`config.mk`:
```
export PLATFORM = sky130hd
export DESIGN_NAME = dlag_load_unit
export DESIGN_NICKNAME = d
export VERILOG_FILES = /design/src/hw/dlag_pkg.sv /design/src/hw/dlag_load_unit.sv
export VERILOG_INCLUDE_DIRS = /design/src /design/src/hw
export SDC_FILE = /design/constraint.sdc
export NUM_CORES = 1
export LEC_CHECK = 0
export CAP_MARGIN = 20
export CELL_PAD_IN_SITES_DETAIL_PLACEMENT = 0
export CELL_PAD_IN_SITES_GLOBAL_PLACEMENT = 1
export CORE_AREA = 2 2 185 141
export CTS_CLUSTER_SIZE = 12
export DETAILED_ROUTE_END_ITERATION = 12
export DIE_AREA = 0 0 187 143
export DONT_BUFFER_PORTS = 1
export GPL_ROUTABILITY_DRIVEN = 0
export PLACE_DENSITY = 0.8
export SLEW_MARGIN = 15
export SYNTH_ARGS = -nofsm -noshare
export SYNTH_HDL_FRONTEND = slang
export SYNTH_SLANG_ARGS = --single-unit
```
`constraint.sdc`:
```
create_clock -name ref_clk_in -period 5.6 [get_ports ref_clk_in]
set_input_delay 0 -clock ref_clk_in [delete_from_list [all_inputs] [get_ports ref_clk_in]]
set_output_delay 0 -clock ref_clk_in [all_outputs]
set_load 0.01 [all_outputs]
```
`src/hw/dlag_defs.svh`:
```
/*
 * Offsets, field positions, encodings and timing counts of the doubleword
 * load address generator. Definitions only; included by the package and the
 * design module.
 */
`ifndef DLAG_DEFS_SVH
`define DLAG_DEFS_SVH

// instruction word field positions
`define DLAG_CREG_HI 31
`define DLAG_CREG_LO 29
`define DLAG_DST_HI 27
`define DLAG_DST_LO 24
`define DLAG_DST_B0 23
`define DLAG_BASE_HI 22
`define DLAG_BASE_LO 18
`define DLAG_OFS_HI 17
`define DLAG_OFS_LO 13
`define DLAG_MODE_HI 12
`define DLAG_MODE_LO 9
`define DLAG_R_BIT 8
`define DLAG_Y_BIT 7
`define DLAG_LDST_HI 6
`define DLAG_LDST_LO 4
`define DLAG_TAIL_HI 3
`define DLAG_TAIL_LO 2
`define DLAG_S_BIT 1

// mode field bits
`define DLAG_MODE_MODIFY 3
`define DLAG_MODE_REGOFS 2
`define DLAG_MODE_POST 1
`define DLAG_MODE_ADD 0

// encodings
`define DLAG_LDST_ALIGNED 3'h6
`define DLAG_LDST_UNALIGNED 3'h2
`define DLAG_TAIL_ALIGNED 2'h2
`define DLAG_TAIL_UNALIGNED 2'h1
`define DLAG_DW_SHIFT 3

// circular addressing control: 2-bit mode per pointer, two block sizes
`define DLAG_CIRC_FIRST_REG 4
`define DLAG_AMR_B_BASE 8
`define DLAG_AMR_BK0_LO 16
`define DLAG_AMR_BK1_LO 21
`define DLAG_AMR_BK_W 5
`define DLAG_AMR_LINEAR 2'h0
`define DLAG_AMR_BK0 2'h1
`define DLAG_AMR_BK1 2'h2

// pipeline: destination pair is written in the fifth execute stage
`define DLAG_LOAD_STAGES 5

`endif

```
`src/hw/dlag_pkg.sv`:
```
/*
 * Types of the doubleword load address generator.
 * Assumes dlag_defs.svh is on the include path.
 */
package dlag_pkg;
  `include "dlag_defs.svh"

  typedef enum logic [1:0] {
    DLAG_OP_NONE = 2'b00,
    DLAG_OP_ALIGNED = 2'b01,
    DLAG_OP_UNALIGNED = 2'b10
  } dlag_op_t;

  // base pointer update, written back in the first execute stage
  typedef struct packed {
    logic en;
    logic file_b;
    logic [4:0] idx;
    logic [31:0] val;
  } dlag_base_wb_t;

  // memory read request
  typedef struct packed {
    logic en;
    logic [31:0] addr;
  } dlag_mem_req_t;

  // destination pair write
  typedef struct packed {
    logic en;
    logic file_b;
    logic [4:0] idx_even;
    logic [31:0] even;
    logic [31:0] odd;
  } dlag_pair_wb_t;

  // state carried down the load pipeline
  typedef struct packed {
    logic en;
    logic file_b;
    logic [4:0] idx_even;
    logic big_endian;
  } dlag_pipe_t;
endpackage

```
`src/hw/dlag_load_unit.sv`:
```
/*
 * Decodes and executes aligned and non-aligned doubleword loads: effective
 * address generation, base pointer update and destination pair write.
 * Assumes the register file reads base and offset from the instruction's
 * fields combinationally in the issue cycle, the condition is evaluated
 * outside, and memory returns data exactly two cycles after the request
 * appears (so it is present in the fourth execute stage).
 */
// Summary of operation
// RULE1 - aligned load fetches 64 bits, base plus offset
// RULE2 - side bit picks unit and base/offset file
// RULE3 - destination file bit picks A or B
// RULE4 - aligned load recognised by marker bit one
// RULE5 - aligned encoding: access type 110, even destination
// RULE6 - aligned offset always shifted left by three
// RULE7 - post modes access unmodified base, others result
// RULE8 - mode field selects offset and update kind
// RULE9 - circular arithmetic for pointers four to seven
// RULE10 - low word even register, high word odd
// RULE11 - first memory word placement follows endian mode
// RULE12 - software keeps aligned addresses doubleword aligned
// RULE13 - base updated in E1, pair in E5
// RULE14 - non-aligned load accepts any byte address
// RULE15 - scale bit chooses shifted or byte offset
// RULE16 - non-aligned destination file independent of side
// RULE17 - software issues no parallel memory access
// RULE18 - non-aligned: data four slots, base zero slots
// RULE19 - failed condition makes the instruction a no-op
`timescale 1ns/1ps
`include "dlag_defs.svh"

module dlag_load_unit (
  input wire logic ref_clk_in,
  input wire logic sys_rst_in,
  input wire logic issue_valid_in,
  input wire logic [31:0] instr_in,
  input wire logic cond_pass_in,
  input wire logic [31:0] base_pointer_reg_in,
  input wire logic [31:0] offset_index_reg_in,
  input wire logic [31:0] address_mode_control_reg_in,
  input wire logic big_endian_in,
  input wire logic [63:0] mem_rdata_in,
  output dlag_pkg::dlag_mem_req_t mem_req_out,
  output dlag_pkg::dlag_base_wb_t base_wb_out,
  output dlag_pkg::dlag_pair_wb_t pair_wb_out,
  output logic address_unit_one_busy_out,
  output logic address_unit_two_busy_out
);
  import dlag_pkg::*;

  localparam int PIPE_DEPTH = `DLAG_LOAD_STAGES - 2;

  // instruction fields
  wire [3:0] mode = instr_in[`DLAG_MODE_HI:`DLAG_MODE_LO];
  wire [2:0] access_type_field = instr_in[`DLAG_LDST_HI:`DLAG_LDST_LO];
  wire [1:0] tail = instr_in[`DLAG_TAIL_HI:`DLAG_TAIL_LO];
  wire marker = instr_in[`DLAG_R_BIT];
  wire side_b = instr_in[`DLAG_Y_BIT];
  wire dst_file_b = instr_in[`DLAG_S_BIT];
  wire offset_scale_select = instr_in[`DLAG_DST_B0];
  wire [4:0] base_idx = instr_in[`DLAG_BASE_HI:`DLAG_BASE_LO];
  wire [4:0] short_offset_const = instr_in[`DLAG_OFS_HI:`DLAG_OFS_LO];
  wire [4:0] dst_even =
    {instr_in[`DLAG_DST_HI:`DLAG_DST_LO], 1'b0}; // [RULE10] [RULE5]

  // mode decode; modify clear with post set is not a defined code
  wire m_modify = mode[`DLAG_MODE_MODIFY]; // [RULE8]
  wire m_regofs = mode[`DLAG_MODE_REGOFS]; // [RULE8]
  wire m_post = mode[`DLAG_MODE_POST]; // [RULE8]
  wire m_add = mode[`DLAG_MODE_ADD]; // [RULE8]
  wire mode_ok = m_modify | ~m_post;

  // opcode recognition
  wire is_aligned = marker // [RULE4]
    & (access_type_field == `DLAG_LDST_ALIGNED) // [RULE5]
    & ~instr_in[`DLAG_DST_B0] // [RULE5]
    & (tail == `DLAG_TAIL_ALIGNED);
  wire is_unaligned = marker
    & (access_type_field == `DLAG_LDST_UNALIGNED)
    & (tail == `DLAG_TAIL_UNALIGNED);
  wire dlag_op_t load_doubleword_op = !mode_ok ? DLAG_OP_NONE :
    is_aligned ? DLAG_OP_ALIGNED :
    is_unaligned ? DLAG_OP_UNALIGNED : DLAG_OP_NONE;

  // failed condition suppresses read, update and write alike
  wire go = issue_valid_in & cond_pass_in
    & (load_doubleword_op != DLAG_OP_NONE); // [RULE19]

  // offset select and scaling
  wire [31:0] raw_ofs = m_regofs ? offset_index_reg_in
    : {27'h0, short_offset_const}; // [RULE1]
  wire do_scale = (load_doubleword_op == DLAG_OP_ALIGNED)
    | offset_scale_select; // [RULE6] [RULE15]
  wire [31:0] scaled_ofs = do_scale ? (raw_ofs << `DLAG_DW_SHIFT)
    : raw_ofs; // [RULE6] [RULE15]
  wire [31:0] lin_result = m_add ? base_pointer_reg_in + scaled_ofs
    : base_pointer_reg_in - scaled_ofs;

  // circular addressing: only pointers 4..7 of each file have a mode field
  wire circ_reg = (base_idx[4:2] == 3'(`DLAG_CIRC_FIRST_REG >> 2));
  wire [4:0] amr_pos = side_b ? 5'(`DLAG_AMR_B_BASE + 2 * base_idx[1:0])
    : 5'(2 * base_idx[1:0]); // [RULE2]
  wire [1:0] amr_mode = address_mode_control_reg_in[amr_pos +: 2];
  wire [4:0] bk0 = address_mode_control_reg_in[`DLAG_AMR_BK0_LO +:
    `DLAG_AMR_BK_W];
  wire [4:0] bk1 = address_mode_control_reg_in[`DLAG_AMR_BK1_LO +:
    `DLAG_AMR_BK_W];
  wire use_circ = circ_reg & ((amr_mode == `DLAG_AMR_BK0)
    | (amr_mode == `DLAG_AMR_BK1)); // [RULE9]
  wire [4:0] bk_sel = (amr_mode == `DLAG_AMR_BK1) ? bk1 : bk0;
  // block of 2^(N+1) bytes; 33-bit shift keeps N=31 from overflowing
  wire [32:0] blk_one = 33'h1 << (6'(bk_sel) + 6'h1);
  wire [31:0] blk_mask = 32'(blk_one - 33'h1);
  // wrap inside the block, keep the base's upper bits
  wire [31:0] result = use_circ
    ? ((base_pointer_reg_in & ~blk_mask) | (lin_result & blk_mask))
    : lin_result; // [RULE9]

  // post modes access the untouched base
  wire [31:0] eff_addr = (m_modify & m_post) ? base_pointer_reg_in
    : result; // [RULE7] [RULE14]

  // registered outputs and pipeline
  dlag_mem_req_t mem_req_ff;
  dlag_mem_req_t nxt_mem_req;
  dlag_base_wb_t base_wb_ff;
  dlag_base_wb_t nxt_base_wb;
  dlag_pair_wb_t pair_wb_ff;
  dlag_pair_wb_t nxt_pair_wb;
  dlag_pipe_t pipe_ff [1:PIPE_DEPTH];
  dlag_pipe_t nxt_pipe_head;
  logic unit_one_ff;
  logic unit_two_ff;

  assign nxt_mem_req = '{en: go, addr: eff_addr}; // [RULE1] [RULE14]

  // base updated at the end of E1, visible in the next cycle
  assign nxt_base_wb = '{en: go & m_modify, file_b: side_b, // [RULE13]
    idx: base_idx, val: result}; // [RULE2] [RULE18]

  assign nxt_pipe_head = '{en: go, file_b: dst_file_b, // [RULE3] [RULE16]
    idx_even: dst_even, big_endian: big_endian_in};

  // lower address word is first in memory
  wire [31:0] first_word = mem_rdata_in[31:0];
  wire [31:0] second_word = mem_rdata_in[63:32];
  wire dlag_pipe_t tail_st = pipe_ff[PIPE_DEPTH];
  assign nxt_pair_wb = '{en: tail_st.en, file_b: tail_st.file_b,
    idx_even: tail_st.idx_even,
    even: tail_st.big_endian ? second_word : first_word, // [RULE11]
    odd: tail_st.big_endian ? first_word : second_word}; // [RULE10]

  always_ff @(posedge ref_clk_in) begin
    if (sys_rst_in) begin
      mem_req_ff <= '0;
      base_wb_ff <= '0;
      pair_wb_ff <= '0;
      unit_one_ff <= 1'b0;
      unit_two_ff <= 1'b0;
    end else begin
      mem_req_ff <= nxt_mem_req;
      base_wb_ff <= nxt_base_wb;
      pair_wb_ff <= nxt_pair_wb; // [RULE13] [RULE18]
      unit_one_ff <= go & ~side_b; // [RULE2]
      unit_two_ff <= go & side_b; // [RULE2]
    end
  end

  // four delay slots: E1 issue, data captured in E4, pair written in E5
  always_ff @(posedge ref_clk_in) begin
    if (sys_rst_in) begin
      for (int i = 1; i <= PIPE_DEPTH; i++) begin
        pipe_ff[i] <= '0;
      end
    end else begin
      pipe_ff[1] <= nxt_pipe_head; // [RULE13]
      for (int i = 2; i <= PIPE_DEPTH; i++) begin
        pipe_ff[i] <= pipe_ff[i-1];
      end
    end
  end

  assign mem_req_out = mem_req_ff;
  assign base_wb_out = base_wb_ff;
  assign pair_wb_out = pair_wb_ff;
  assign address_unit_one_busy_out = unit_one_ff;
  assign address_unit_two_busy_out = unit_two_ff;
endmodule

```
==> flow_metrics.env <==
export IMPL_run_status="finished, final reports clean"
export IMPL_cp_max_fo=29
export IMPL_combPwrFrac_pct=27.2
export IMPL_postCtsResizedCells=0
export IMPL_seqPwrFrac_pct=40.8
export IMPL_dp_cells=1478
export IMPL_synth_top_area_share_pct=33.4
export IMPL_dieArea_mm2=0.0267
export IMPL_max_slew_margin_pct=25.6
export IMPL_yosys_register_bits=164
export IMPL_worst_pin_slew_ps=1120
export IMPL_syn_avg_cell_area_um2=8.23
export IMPL_synth_area_mm2=0.00984
export IMPL_layout_drive_gt1_share_pct=5.16
export IMPL_dr_pass1_iters=6
export IMPL_end_kind="flop"
export IMPL_num_antenna_cells=0
export IMPL_worstHoldPathType="input port to flop"
export IMPL_cts_max_level=4
export IMPL_p_clk_share_pct=31.9
export IMPL_finalHoldViolCount=0
export IMPL_io_buffers=0
export IMPL_p_switching_uw=1180
export IMPL_period_share_pct=79.6
export IMPL_irDropWorstVdd_mv=0.203
export IMPL_synth_top_area_cell="dfxtp_1"
export IMPL_start_util_pct=39.6
export IMPL_criticalPathCategory="input port to flop"
export IMPL_start_kind="input port"
export IMPL_stdcell_count=1656
export IMPL_synth_edf_count=0
export IMPL_grt_pass1_wl_mm=50.0
export IMPL_internal_power_uw=2310
export IMPL_yosysWarnings=0
export IMPL_die_w_um=187
export IMPL_chipHeight_um=143
export IMPL_rsz0062_at_grt="no"
export IMPL_synthFlopType="dfxtp_1"
export IMPL_post_route_min_period_ps=4460
export IMPL_antenna_found_initial=0
export IMPL_report_final_slew_viol_count=0
export IMPL_power_leakage_uw=0.00480
export IMPL_required_ps=5970
export IMPL_final_cell_mix="nor2_1 (168), dfxtp_1 (163), dlygate4sd3_1 (146)"
export IMPL_area_growth_pct=23.2
export IMPL_cts_setup_buffers=0
export IMPL_pwr_density_cell_mw_per_mm2=288
export IMPL_drt_initial_drc_count=715
export IMPL_switching_share_pct=33.8
export IMPL_synthTopCellsByArea="dfxtp_1 (33%), mux2i_1 (9.7%), nor2_1 (6.4%)"
export IMPL_drc_errors=0
export IMPL_routed_via_density=5.65
export IMPL_cts_made_buffers=17
export IMPL_synth_yosys_seq_area_share_pct=33.4
export IMPL_setup_viol=0
export IMPL_ios=342
export IMPL_cts_root_buf="clkbuf_16"
export IMPL_clk_pin_slew_ps=60
export IMPL_cts_tree="done"
export IMPL_grt_overflow=0
export IMPL_nFillCells=2380
export IMPL_clock_sinks=164
export IMPL_max_freq_mhz=224
export IMPL_synth_cell_types=78
export IMPL_wl_mm=33.4
export IMPL_syn_inst=1196
export IMPL_grt_pass1_vias=8861
export IMPL_syn_nets=1434
export IMPL_core_mm2=0.0248
export IMPL_dp_final_hpwl_mm=23.5
export IMPL_maxCapViolCount=0
export IMPL_routedWlPerCell_um=20.2
export IMPL_core_rowCount=50
export IMPL_grtUsageTotal_pct=24.1
export IMPL_crit_arrival_ps=4830
export IMPL_whs_ps=13.0
export IMPL_r2r_slack_ps=3390
export IMPL_async_flop_share_pct=0
export IMPL_clk_path_buf_depth=2
export IMPL_setup_tns_ps=0
export IMPL_layout_nets=1544
export IMPL_fin_skew_ps=6.18
export IMPL_via_count=9352
export IMPL_utilization_pct=48.8
export IMPL_insertion_delay_ps=430
export IMPL_antenna_left=0
export IMPL_grt_max_degree=168
export IMPL_final_common_cell="nor2_1"
-- area by class of cell --
type,count,area (µm²),area share (%)
Inverter,17,63.8,0.526
Clock buffer,19,453,3.74
Clock inverter,12,96.3,0.795
Timing Repair Buffer,160,1590,13.1
Sequential cell,164,3290,27.1
Multi-Input combinational cell,946,6210,51.3
Tap cell,338,423,3.49
-- synth_stat cells, types with 15 or more instances --
cell type  count
nand2_1      114
nor3_1        16
nand3_1       24
nor2b_1       47
ha_1          40
o21ai_0       45
a21o_1        21
a21oi_1       94
mux2i_1       95
inv_1         16
and2_1        15
a31oi_1       18
xnor2_1       33
xor2_1        21
nor2_1       168
dfxtp_1      164
clkbuf_1      50
-- critical path, cell delays in order --
cell and delay (ps):
nand3b_1 420, o31ai_4 410, buf_4 370, nor2_1 90, o21a_1 220, and4_1 240, a21oi_1 180, xor2_1 190
ha_1 330, a21o_1 200, a21o_1 180, a21o_1 190, a311o_1 340, a31oi_1 410, xnor2_1 260, nand2_1 90
a21oi_1 140, dlygate4sd3_1 570
-- registers in the layout (all words and copies together) (netlist names) --
| register | count |
|---|---|
| address_unit_one_busy_out | 1 |
| address_unit_two_busy_out | 1 |
| base_wb_out | 39 |
| mem_req_out | 32 |
| pair_wb_out | 70 |
| pipe_ff | 21 |
-- power by group through the flow --
stage | clock [µW] | combinational (µW) | sequential (µW)
final | 1110 | 950 | 1420
after CTS | 1130 | 934 | 1420
after detailed placement | 0 | 813 | 1450
after global routing | 1180 | 1060 | 1430
after floorplan | 0 | 665 | 1420
after global placement | 0 | 806 | 1450
-- routing by layer --
layer  routed length, µm  vias up  global-route usage, %
met5                   0        -                      0
met4                 786        0                   7.81
met3                2970       59                   8.01
met2               14700      424                   36.7
met1               14900     4371                   32.2
li1                    -     4498                      -
-- final timing paths --
path,start,end,depth (start not counted)
setup / recovery,instr_in[4],mem_req_out[21],18
hold / removal,sys_rst_in,base_wb_out[24],2
setup reg to reg,pipe_ff[0][24],pair_wb_out[50],3
hold reg to reg,pipe_ff[0][8],pipe_ff[0][16],1
-- metrics by stage --
stage / power, µW / setup WS (ps) / cell area [µm²]
2_1_floorplan: 2080 / 809 / 9840
6_report: 3490 / 1140 / 12100
4_1_cts: 3490 / 1270 / 12100
3_5_place_dp: 2260 / 926 / 10100
5_1_grt: 3670 / 838 / 12100
3_3_place_gp: 2260 / 881 / 10100
-- timing repair --
action                     4_1_cts  5_1_grt
hold buffers                   147        0
setup endpoints to repair        0        0
hold endpoints to repair       164        0
-- cell families after synthesis --
kind of cell,after synthesis,share of synthesized area [%]
mux,107,11.5
simple gates,455,22.1
flops,164,33.4
xor+xnor,55,4.97
fa+ha+maj,42,5.39
buf+inv,86,3.61
other cells,2,0.0763
compound gates,285,19.0
(Power assumes the default switching activity.)
